--- src/rtl/pbm_pkg.sv ---
package pbm_pkg;
    localparam int PBM_DW = 16;
    localparam logic [3:0] PBM_OFS_CMD = 4'h0;
    localparam logic [3:0] PBM_OFS_CTL = 4'hC;
    localparam logic [2:0] PBM_BANK_CMD = 3'h2;
    localparam logic [2:0] PBM_BANK_CTL = 3'h1;
    localparam int PBM_CTL_BAD = 14;
    localparam int PBM_CTL_AUTO = 11;
    localparam int PBM_CTL_LE = 7;
    localparam int PBM_CTL_CR = 6;
    localparam int PBM_CTL_TE = 5;
    localparam logic [15:0] PBM_CTL_ONES = 16'h1210;
    localparam int PBM_CMD_HI = 7;
    localparam int PBM_CMD_LO = 5;
    localparam int PBM_BUSY_BIT = 0;
    localparam int PBM_LANE_LO = 0;
    localparam int PBM_LANE_HI = 1;

    typedef enum logic [2:0] {
        PBM_NOOP = 3'h0,
        PBM_ALLOC = 3'h1,
        PBM_RESET = 3'h2,
        PBM_RXPOP = 3'h3,
        PBM_RXREL = 3'h4,
        PBM_PKTREL = 3'h5,
        PBM_ENQ = 3'h6,
        PBM_TXRST = 3'h7
    } pbm_op_t;

    typedef enum logic [1:0] {
        PBM_IDLE = 2'b00,
        PBM_BUSY = 2'b01
    } pbm_st_t;

    typedef struct packed {
        logic alloc;
        logic mmu_reset;
        logic rx_pop;
        logic rx_release;
        logic pkt_release;
        logic tx_enqueue;
        logic tx_reset;
    } pbm_cmd_t;

    typedef struct packed {
        logic bad_crc_accept;
        logic auto_release;
        logic link_change_irq_en;
        logic counter_wrap_irq_en;
        logic tx_error_irq_en;
    } pbm_ctl_t;

    typedef struct packed {
        logic done;
        logic success;
        logic queue_empty;
    } pbm_txc_t;

    typedef struct packed {
        logic free_pages;
        logic log_completion;
        logic tx_int;
        logic tx_empty_int;
        logic halt;
    } pbm_txa_t;
endpackage : pbm_pkg

--- src/rtl/pbm_cmd_ctrl.sv ---
`timescale 1ns/1ps
// Overview of operation
// - Bad-CRC accept keeps bad frames; otherwise they are freed silently.
// - Auto release frees successful packets, no status, no completion entry.
// - Auto release interrupts only on queue drained or fatal error.
// - Fatal error under auto release halts transmitter, logs number, keeps pages.
// - Link-change enable merges link transitions; clearing enable acknowledges.
// - Counter-wrap enable merges rollover; counter read acknowledges.
// - Tx-error enable merges errors; transmitter-on write or clearing acknowledges.
// - Tx error is transmitter-on dropping while tx success stays low.
// - Command field bits 7:5 select eight operations; 000 does nothing.
// - Allocate requests a result at once; page count is ignored.
// - Command 010 resets the buffer manager, interrupts and queue pointers.
// - Command 011 pops the receive queue head.
// - Command 4 pops and frees the head; busy until done.
// - Command 101 frees the packet in the packet select register.
// - Command 110 enqueues the selected packet for transmission.
// - Command 111 empties both transmit queues without freeing memory.
// - Bit 0 reads busy; busy and failed set on write trailing edge.
module pbm_cmd_ctrl
    import pbm_pkg::*;
#(
    parameter int PKT_W = 6
) (
    input wire logic sys_clk,
    input wire logic nrst,
    input wire logic [2:0] bus_bank,
    input wire logic [3:0] bus_addr,
    input wire logic [1:0] bus_be_n,
    input wire logic bus_wr_n,
    input wire logic bus_rd_n,
    input wire logic [PBM_DW-1:0] bus_wdata,
    output logic [PBM_DW-1:0] bus_rdata,
    input wire logic [PKT_W-1:0] packet_select,
    input wire logic release_done,
    input wire logic alloc_granted,
    output pbm_cmd_t cmd,
    output logic [PKT_W-1:0] cmd_pkt,
    output logic busy,
    output logic alloc_failed,
    output pbm_ctl_t ctl,
    input wire logic link_ok,
    input wire logic counter_wrap_flag,
    input wire logic counter_read,
    input wire logic transmitter_on,
    input wire logic tx_success,
    input wire logic transmitter_on_write_one,
    input wire logic rx_done,
    input wire logic rx_crc_bad,
    input wire pbm_txc_t txc,
    output pbm_txa_t txa,
    output logic rx_keep,
    output logic rx_discard,
    output logic phy_event_interrupt
);
    pbm_st_t st, next_st;
    pbm_op_t op_q, next_op;
    pbm_cmd_t next_cmd;
    pbm_ctl_t next_ctl;
    logic wr_q, pend_q, next_pend, next_failed, wr_now, trail;
    logic hit_cmd, hit_ctl;
    logic [PBM_DW-1:0] next_rdata;
    logic [PKT_W-1:0] next_pkt;

    // Address decode and write strobe tracking
    always_comb begin
        wr_now = !bus_wr_n;
        hit_cmd = bus_bank == PBM_BANK_CMD && bus_addr == PBM_OFS_CMD;
        hit_ctl = bus_bank == PBM_BANK_CTL && bus_addr == PBM_OFS_CTL;
        trail = wr_q && !wr_now;
    end

    // Control register writes, byte lanes honoured
    always_comb begin
        next_ctl = ctl;
        if (wr_now && hit_ctl) begin
            if (!bus_be_n[PBM_LANE_HI]) begin
                next_ctl.bad_crc_accept = bus_wdata[PBM_CTL_BAD];
                next_ctl.auto_release = bus_wdata[PBM_CTL_AUTO];
            end
            if (!bus_be_n[PBM_LANE_LO]) begin
                next_ctl.link_change_irq_en = bus_wdata[PBM_CTL_LE];
                next_ctl.counter_wrap_irq_en = bus_wdata[PBM_CTL_CR];
                next_ctl.tx_error_irq_en = bus_wdata[PBM_CTL_TE];
            end
        end
    end

    // Command capture while the strobe is low, action on its trailing edge
    always_comb begin
        next_op = op_q;
        next_pend = pend_q;
        if (wr_now && hit_cmd && !bus_be_n[PBM_LANE_LO]) begin
            next_op = pbm_op_t'(bus_wdata[PBM_CMD_HI:PBM_CMD_LO]);
            next_pend = 1'b1;
        end else if (trail) begin
            next_pend = 1'b0;
        end
    end

    // Command decode; page count bits are never looked at
    always_comb begin
        next_cmd = '0;
        next_pkt = cmd_pkt;
        if (trail && pend_q) begin
            unique case (op_q)
                PBM_NOOP: begin
                end
                PBM_ALLOC: next_cmd.alloc = 1'b1;
                PBM_RESET: next_cmd.mmu_reset = 1'b1;
                PBM_RXPOP: next_cmd.rx_pop = 1'b1;
                PBM_RXREL: next_cmd.rx_release = 1'b1;
                PBM_PKTREL: next_cmd.pkt_release = 1'b1;
                PBM_ENQ: next_cmd.tx_enqueue = 1'b1;
                PBM_TXRST: next_cmd.tx_reset = 1'b1;
            endcase
            next_pkt = packet_select;
        end
    end

    // Busy tracking for release commands
    always_comb begin
        next_st = st;
        unique case (st)
            PBM_IDLE: begin
                if (next_cmd.rx_release || next_cmd.pkt_release) begin
                    next_st = PBM_BUSY;
                end
            end
            PBM_BUSY: begin
                if (release_done) begin
                    next_st = PBM_IDLE;
                end
            end
            default: next_st = PBM_IDLE;
        endcase
        if (next_cmd.mmu_reset) begin
            next_st = PBM_IDLE;
        end
    end

    // Allocation failed flag; a new request wins over a grant
    always_comb begin
        next_failed = alloc_failed;
        if (alloc_granted) begin
            next_failed = 1'b0;
        end
        if (next_cmd.alloc || next_cmd.mmu_reset) begin
            next_failed = 1'b1;
        end
    end

    // Read data; unmapped offsets return zero
    always_comb begin
        next_rdata = '0;
        if (!bus_rd_n && hit_cmd) begin
            next_rdata[PBM_BUSY_BIT] = st == PBM_BUSY;
        end else if (!bus_rd_n && hit_ctl) begin
            next_rdata = PBM_CTL_ONES;
            next_rdata[PBM_CTL_BAD] = ctl.bad_crc_accept;
            next_rdata[PBM_CTL_AUTO] = ctl.auto_release;
            next_rdata[PBM_CTL_LE] = ctl.link_change_irq_en;
            next_rdata[PBM_CTL_CR] = ctl.counter_wrap_irq_en;
            next_rdata[PBM_CTL_TE] = ctl.tx_error_irq_en;
        end
    end

    always_ff @(posedge sys_clk) begin
        if (!nrst) begin
            wr_q <= 1'b0;
        end else begin
            wr_q <= wr_now;
        end
    end

    always_ff @(posedge sys_clk) begin
        if (!nrst) begin
            ctl <= '0;
        end else begin
            ctl <= next_ctl;
        end
    end

    always_ff @(posedge sys_clk) begin
        if (!nrst) begin
            op_q <= PBM_NOOP;
            pend_q <= 1'b0;
        end else begin
            op_q <= next_op;
            pend_q <= next_pend;
        end
    end

    always_ff @(posedge sys_clk) begin
        if (!nrst) begin
            cmd <= '0;
            cmd_pkt <= '0;
        end else begin
            cmd <= next_cmd;
            cmd_pkt <= next_pkt;
        end
    end

    always_ff @(posedge sys_clk) begin
        if (!nrst) begin
            st <= PBM_IDLE;
            busy <= 1'b0;
        end else begin
            st <= next_st;
            busy <= next_st == PBM_BUSY;
        end
    end

    always_ff @(posedge sys_clk) begin
        if (!nrst) begin
            alloc_failed <= 1'b1;
        end else begin
            alloc_failed <= next_failed;
        end
    end

    always_ff @(posedge sys_clk) begin
        if (!nrst) begin
            bus_rdata <= '0;
        end else begin
            bus_rdata <= next_rdata;
        end
    end

    pbm_event_merge u_evt (
        .sys_clk(sys_clk),
        .nrst(nrst),
        .ctl(ctl),
        .link_ok(link_ok),
        .counter_wrap_flag(counter_wrap_flag),
        .counter_read(counter_read),
        .transmitter_on(transmitter_on),
        .tx_success(tx_success),
        .transmitter_on_write_one(transmitter_on_write_one),
        .rx_done(rx_done),
        .rx_crc_bad(rx_crc_bad),
        .txc(txc),
        .txa(txa),
        .rx_keep(rx_keep),
        .rx_discard(rx_discard),
        .phy_event_interrupt(phy_event_interrupt)
    );
endmodule : pbm_cmd_ctrl

--- src/rtl/pbm_event_merge.sv ---
`timescale 1ns/1ps
module pbm_event_merge
    import pbm_pkg::*;
(
    input wire logic sys_clk,
    input wire logic nrst,
    input wire pbm_ctl_t ctl,
    input wire logic link_ok,
    input wire logic counter_wrap_flag,
    input wire logic counter_read,
    input wire logic transmitter_on,
    input wire logic tx_success,
    input wire logic transmitter_on_write_one,
    input wire logic rx_done,
    input wire logic rx_crc_bad,
    input wire pbm_txc_t txc,
    output pbm_txa_t txa,
    output logic rx_keep,
    output logic rx_discard,
    output logic phy_event_interrupt
);
    logic link_q, cw_q, ton_q, le_p, cr_p, te_p;
    logic next_le_p, next_cr_p, next_te_p, link_evt, cw_evt, tx_err;
    pbm_txa_t next_txa;

    always_comb begin
        link_evt = link_q != link_ok;
        cw_evt = counter_wrap_flag && !cw_q;
        tx_err = ton_q && !transmitter_on && !tx_success;
        next_le_p = ctl.link_change_irq_en && (le_p || link_evt);
        next_cr_p = ctl.counter_wrap_irq_en && (cw_evt || (cr_p && !counter_read));
        next_te_p = ctl.tx_error_irq_en && (tx_err || (te_p && !transmitter_on_write_one));
        next_txa = '0;
        if (txc.done) begin
            if (!ctl.auto_release) begin
                next_txa.log_completion = 1'b1;
                next_txa.tx_int = 1'b1;
            end else if (txc.success) begin
                next_txa.free_pages = 1'b1;
                next_txa.tx_empty_int = txc.queue_empty;
            end else begin
                next_txa.halt = 1'b1;
                next_txa.log_completion = 1'b1;
                next_txa.tx_int = 1'b1;
            end
        end
    end

    always_ff @(posedge sys_clk) begin
        if (!nrst) begin
            {link_q, cw_q, ton_q, le_p, cr_p, te_p} <= '0;
            txa <= '0;
            rx_keep <= 1'b0;
            rx_discard <= 1'b0;
            phy_event_interrupt <= 1'b0;
        end else begin
            link_q <= link_ok;
            cw_q <= counter_wrap_flag;
            ton_q <= transmitter_on;
            le_p <= next_le_p;
            cr_p <= next_cr_p;
            te_p <= next_te_p;
            txa <= next_txa;
            rx_keep <= rx_done && (!rx_crc_bad || ctl.bad_crc_accept);
            rx_discard <= rx_done && rx_crc_bad && !ctl.bad_crc_accept;
            phy_event_interrupt <= next_le_p || next_cr_p || next_te_p;
        end
    end
endmodule : pbm_event_merge

--- config.mk ---
export PLATFORM = sky130hd
export DESIGN_NAME = pbm_cmd_ctrl
export DESIGN_NICKNAME = d
export VERILOG_FILES = /design/src/rtl/pbm_pkg.sv /design/src/rtl/pbm_cmd_ctrl.sv /design/src/rtl/pbm_event_merge.sv
export SDC_FILE = /design/constraint.sdc
export NUM_CORES = 1
export LEC_CHECK = 0
export ABC_AREA = 1
export CORE_MARGIN = 2
export CORE_UTILIZATION = 40
export DETAILED_ROUTE_END_ITERATION = 8
export DONT_BUFFER_PORTS = 1
export GPL_TIMING_DRIVEN = 1
export PLACE_DENSITY = 0.59
export SLEW_MARGIN = 15
export SYNTH_ARGS = -nofsm -noshare
export SYNTH_HDL_FRONTEND = slang
export SYNTH_SLANG_ARGS = --single-unit
--- constraint.sdc ---
create_clock -name sys_clk -period 0.9 [get_ports sys_clk]
set_input_delay 0.135 -clock sys_clk [delete_from_list [all_inputs] [get_ports sys_clk]]
set_output_delay 0.135 -clock sys_clk [all_outputs]
set_load 0.01 [all_outputs]
## Yosys cells after proc, flatten, opt, wreduce, memory -nomap -nowiden

Cells that the tools add are included.

| cells by class | value |
|---|---|
| $add $sub $neg | 0 |
| multiply operators | 0 |
| divide/modulo/power cells | 0 |
| $lt $le $gt $ge | 0 |
| eq/ne operators | 13 |
| shift-type cells | 0 |
| multiplexer cells | 20 |
| bitwise logic cells | 4 |
| reduce and logical (&&, ||, !) cells | 50 |

Operators with widths:

| operator | count |
|---|---|
| $logic_and 1x1->1 | 20 |
| $mux 13 | 1 |
| $eq 3x3->1 const B | 4 |
| $mux 1 | 12 |
| $logic_not 1->1 | 10 |
| $mux 2 | 5 |
| $eq 3x2->1 const B | 3 |
| $logic_or 1x1->1 | 8 |
| $reduce_and 2->1 | 4 |
| $mux 7 | 1 |
| $eq 3x1->1 const B | 2 |
| $eq 2x1->1 const B | 2 |
| $eq 4x4->1 const B | 1 |
| $logic_not 4->1 | 1 |
| $not 1->1 | 4 |
| $pmux 2 s2 | 1 |
| $reduce_and 4->1 | 1 |
| $reduce_or 2->1 | 2 |
| $reduce_and 3->1 | 1 |
| $reduce_or 3->1 | 1 |
| $logic_not 2->1 | 1 |
| $reduce_bool 2->1 | 1 |
| $ne 1x1->1 | 1 |

| storage, ports and cells | value |
|---|---|
| register bits | 57 |
| latch bits | 0 |
| bits in writable memories | 0 |
| ROM bits | 0 |
| input port bits | 48 |
| output and inout port bits | 44 |
| logic and storage cells | 123 |
| memories kept | 0 |

## Longest topological paths before layout

| depth | value |
|---|---|
| depth in word-level cells | 8 |
| mapped depth | 7 |
| mapped depth without buffers | 7 |

## Cells and area by module

Synthesis repeated with hierarchy kept, for this count alone.

| unflattened totals | value |
|---|---|
| cells, all modules | 234 |
| area total of the unflattened synthesis | 1810.5 µm² |

Modules (own cells, without submodules):

| module | instances | cells an instance | area each (µm²) | sequential area each (µm²) |
|---|---|---|---|---|
| pbm_cmd_ctrl | 1 | 174 | 1330.0 | 680.7 |
| pbm_event_merge | 1 | 60 | 480.5 | 260.2 |

## Worst setup path before layout

No wires, ideal clock.

| timing path | value |
|---|---|
| kind | flip-flop to flip-flop |
| start | register pend_q |
| end | register busy |
| library setup time | 56 ps |
| arrival | 850 ps |
| data required time | 844 ps |
| setup slack | -6 ps |
| stages on the path, launching flop included | 7 |
| path buffers | 0 |
| clock period less this slack | 906 ps |
| cell sequence | dfxtp_1 -> inv_1 -> nor2_8 -> nand2_4 -> o22ai_2 -> nand2_1 -> inv_1 |

| between the ends | value |
|---|---|
| cells in the longest elaborated chain, start to end | 7 |

RTL lines:

| what | line | RTL |
|---|---|---|
| start: declaration | pbm_cmd_ctrl.sv:60 | `logic wr_q, pend_q, next_pend, next_failed, wr_now, trail;` |
| start signal: assignment | pbm_cmd_ctrl.sv:190 | `pend_q <= next_pend;` |
| $logic_and 1x1->1 * | pbm_cmd_ctrl.sv:105 | `if (trail && pend_q) begin` |
| $mux 7 * | pbm_cmd_ctrl.sv:105 |  |
| $logic_or 1x1->1 | pbm_cmd_ctrl.sv:126 | `if (next_cmd.rx_release \|\| next_cmd.pkt_release) begin` |
| $mux 2 | pbm_cmd_ctrl.sv:126 |  |
| $pmux 2 s2 | pbm_cmd_ctrl.sv:124 | `unique case (st)` |
| $mux 2 * | pbm_cmd_ctrl.sv:137 | `if (next_cmd.mmu_reset) begin` |
| $eq 2x1->1 * | pbm_cmd_ctrl.sv:210 | `busy <= next_st == PBM_BUSY;` |
| end signal: assignment | pbm_cmd_ctrl.sv:207 | `busy <= 1'b0;` |
| end signal: assignment | pbm_cmd_ctrl.sv:210 |  |
| end: declaration | pbm_cmd_ctrl.sv:39 | `output logic busy,` |

Every way passes the cells marked *; elsewhere a longest branch is shown, timed or not.
A chain may end at the register's enable or synchronous reset.

## Worst setup path in the final report

| timing path | value |
|---|---|
| start | register pend_q |
| end | register cmd_pkt[3] |

| between the ends | value |
|---|---|
| cells in the longest elaborated chain, start to end | 1 |

RTL lines:

| what | line | RTL |
|---|---|---|
| $logic_and 1x1->1 | pbm_cmd_ctrl.sv:105 |  |
| end signal: assignment | pbm_cmd_ctrl.sv:200 | `cmd_pkt <= next_pkt;` |
| end: declaration | pbm_cmd_ctrl.sv:38 | `output logic [PKT_W-1:0] cmd_pkt,` |

No other way between the ends.

==> flow_summary_export.csv <==
group,metric,value,unit
worst_setup_path,worstPathRequired,1.13,ns
timing,slew_viol_final,0,
final_layout,n_antenna_cell,0,
hold_path,min_path_type,"in2reg",
final_layout,layout-drive-gt1-share,20.2,%
drt,drt_iter0_markers,49,
power,p_leak,1.05,nW
power,sequentialPowerShare,51.2,%
timing,max_freq,1100,MHz
outcome,failed_checks,"hold timing, setup timing",
floorplan,fp.dieH,71.1,microns
global_route,track_usage,15.4,%
power,peakVddDrop,0.000741,V
clock_tree,path_clk_slew,0.08,ns
clock_tree,clkLatencyLatePin,0.30,ns
timing,min_period,0.912,ns
final_layout,seq_area,950,sq um
floorplan,num_io_pins,92,
worst_setup_path,worstSetupPathType,"reg2reg",
logic_synthesis,syn_area_per_cell,7.86,sq um
clock_tree,cts_tree,"done",
logic_synthesis,seq_area_frac_synth,52.3,%
clock_tree,cts_max_path_buffers,2,
worst_setup_path,critical_path.max_fanout,5,
final_layout,nets,310,
drt,drt_first_pass_iters,2,
final_layout,synthToLayoutAreaGrowth,27.5,%
job,cap_violations,0,
drt,wire_per_inst,11.9,microns
logic_synthesis,netlist_area,0.00180,sq mm
clock_tree,numCtsBuffers,5,
logic_synthesis,synthDistinctLibCells,26,
worst_setup_path,cp-end-kind,"flip-flop",
placement,dp_hpwl,2620,microns
power,p_int,3.31,mW
global_route,antenna_found_initial,0,
logic_synthesis,ys_ff_latch,47,
timing,hold_viol_final,2,
final_layout,instances_no_fill,315,
timing,post-route-worst-setup-slack,-0.0123,ns
final_layout,n_fill_cell,423,
power,p_sw_share,20.0,%
logic_synthesis,synthCells,229,
final_layout,postLayoutCoreUtil,52.7,%
drt,num_vias,1446,
worst_setup_path,arrival,1.15,ns
drt,viasPerCell,4.59,
timing,whs,-0.00425,ns
timing,setup_viol,4,
clock_tree,root_buffer,"clkbuf_8",
floorplan,core,0.00435,sq mm
timing,fin_crit_sh,101,%
global_route,grt_overflow,0,
timing,rsz0062_at_grt,"yes",
floorplan,die_x,71.1,microns
floorplan,die_area,0.00505,sq mm
worst_setup_path,startpoint_type,"flip-flop",
drt,totalWireLength,3760,microns
clock_tree,cts_sinks,47,
logic_synthesis,synth_top_area_share,52.3,%
final_layout,multiInputGateArea,681,sq um
floorplan,row_count,24,
logic_synthesis,yosysTopAreaCell,"dfxtp_1",
placement,placed_cells,288,
global_route,grt_max_degree,19,
global_route,grt_pass1_wl,6080,microns
power,p_clk_share,43.7,%
logic_synthesis,synth_area_leaders,"dfxtp_1 52%, inv_1 9.2%, nand2_1 8.8%",
outcome,status,"complete, but fails checks",
timing,fin_skew,0.00347,ns
floorplan,start_util,41.3,%
logic_synthesis,ys_warn_count,0,
drt,drc,0,
power,p_sw,826,uW
global_route,grt_pass1_vias,1365,
placement,place.gp.congestion,0.737,
drt,ant_nets,0,
power,p_comb_share,5.0,%
placement,portBuffers,0,
power,p_per_area,1800,mW/mm^2
clock_tree,htreeDepth,2,
[final cells by class]
| cell class | instances | area share (%) |
|---|---|---|
| Multi-Input combinational cell | 131 | 29.7 |
| Inverter | 44 | 7.20 |
| Clock inverter | 3 | 2.94 |
| Sequential cell | 47 | 41.4 |
| Timing Repair Buffer | 33 | 13.0 |
| Tap cell | 52 | 2.84 |
| Clock buffer | 5 | 3.00 |
[state kept, by name, summed over array words and instances, names as in the netlist, 2 cells and up]
name and count:
bus_rdata 7, cmd 7, u_evt.txa 4, st 2
cmd_pkt 6, op_q 3, ctl 5
[Yosys cell counts, drive strengths merged]
master  instances
xnor2           1
clkbuf          1
dfxtp          47
buf            13
conb            1
nor3b           1
nand3b          1
o22ai           2
nand2          44
nor3            4
nor2           31
inv            44
o21ai           1
nand3          21
nor4            3
nand4           1
o211ai          1
a21oi          12
[layout by cell type, fill, tap and decap left out]
master          n
nor3b_1         1
dlygate4sd3_1  17
nor2_2          4
nand2_1        40
nand2_2         2
xnor2_2         1
nand3_1        18
nor2_8          1
clkinvlp_4      1
o22ai_2         1
a21oi_2         4
nand2_4         2
nand3b_1        1
bufinv_16       2
nor2_1         25
o211ai_1        1
nand3_2         3
nor4_2          2
nor3_1          4
inv_2           1
clkbuf_8        5
nor2_4          1
buf_4          14
a21oi_1         8
dfxtp_2         7
dfxtp_1        40
buf_6           2
nor4_1          1
o21ai_0         1
inv_1          43
conb_1          8
o22ai_1         1
nand4_1         1
[through the flow]
| stage | setup TNS (ns) | instance area [sq um] | total power [mW] | worst slack (ns) |
|---|---|---|---|---|
| 4_1_cts | -0.0362 | 2240 | 4.17 | -0.0188 |
| 5_1_grt | -1.01 | 2290 | 4.28 | -0.111 |
| 3_3_place_gp | -0.227 | 1900 | 2.29 | -0.0515 |
| 3_5_place_dp | -0.388 | 1900 | 2.30 | -0.0646 |
| 2_1_floorplan | 0 | 1830 | 2.31 | 0.0142 |
| 6_report | -0.0277 | 2290 | 4.13 | -0.0123 |
[power by group through the flow]
stage	clock, mW	combinational, mW	sequential, mW
finish	1.81	0.208	2.12
detailed placement	0	0.130	2.17
global route	1.93	0.234	2.12
CTS	1.86	0.190	2.12
floorplan	0	0.143	2.16
global placement	0	0.128	2.17
[final timing paths]
path                             from                      end  slack, ns  cells after the start
setup / recovery  pend_q$_SDFFE_PN0P_  cmd_pkt[3]$_SDFFE_PN0P_      -0.01                      5
setup reg to reg  pend_q$_SDFFE_PN0P_  cmd_pkt[3]$_SDFFE_PN0P_      -0.01                      5
hold reg to reg   pend_q$_SDFFE_PN0P_      pend_q$_SDFFE_PN0P_       0.49                      2
hold / removal                   nrst    u_evt.cr_p$_SDFF_PN0_     -0.004                      2
[critical path, cell delays in order (launching register included)]
cell and delay (ns):
dfxtp_2 0.36, inv_2 0.06, nor2_8 0.14, buf_6 0.13
nand2_1 0.05, a21oi_1 0.11
[per-layer routing]
| metal | global-route usage [%] | part of all wire [%] |
|---|---|---|
| met5 | 0 | 0 |
| met1 | 17.6 | 42 |
| met3 | 5.70 | 7.0 |
| met2 | 25.9 | 49 |
| met4 | 6.50 | 1.7 |
[timing repair]
item / 4_1_cts / 5_1_grt
hold buffers: 16 / 1
buffers inserted: 2 / 0
gates resized for setup: 9 / 14
pin swaps: 4 / 0
endpoints found under the setup margin: 16 / 17
endpoints found under the hold margin: 29 / 9
[cell families (layout without fill, tap and decap cells)]
logic type	Yosys count	count (layout)	share of synthesized area [%]
xor+xnor	1	1	0.487
flops	47	47	52.3
simple gates	106	106	27.4
compound gates	16	16	5.08
other cells	1	8	0.208
buf+inv	58	85	14.5
Note: power is estimated with default switching activity, not from simulation.
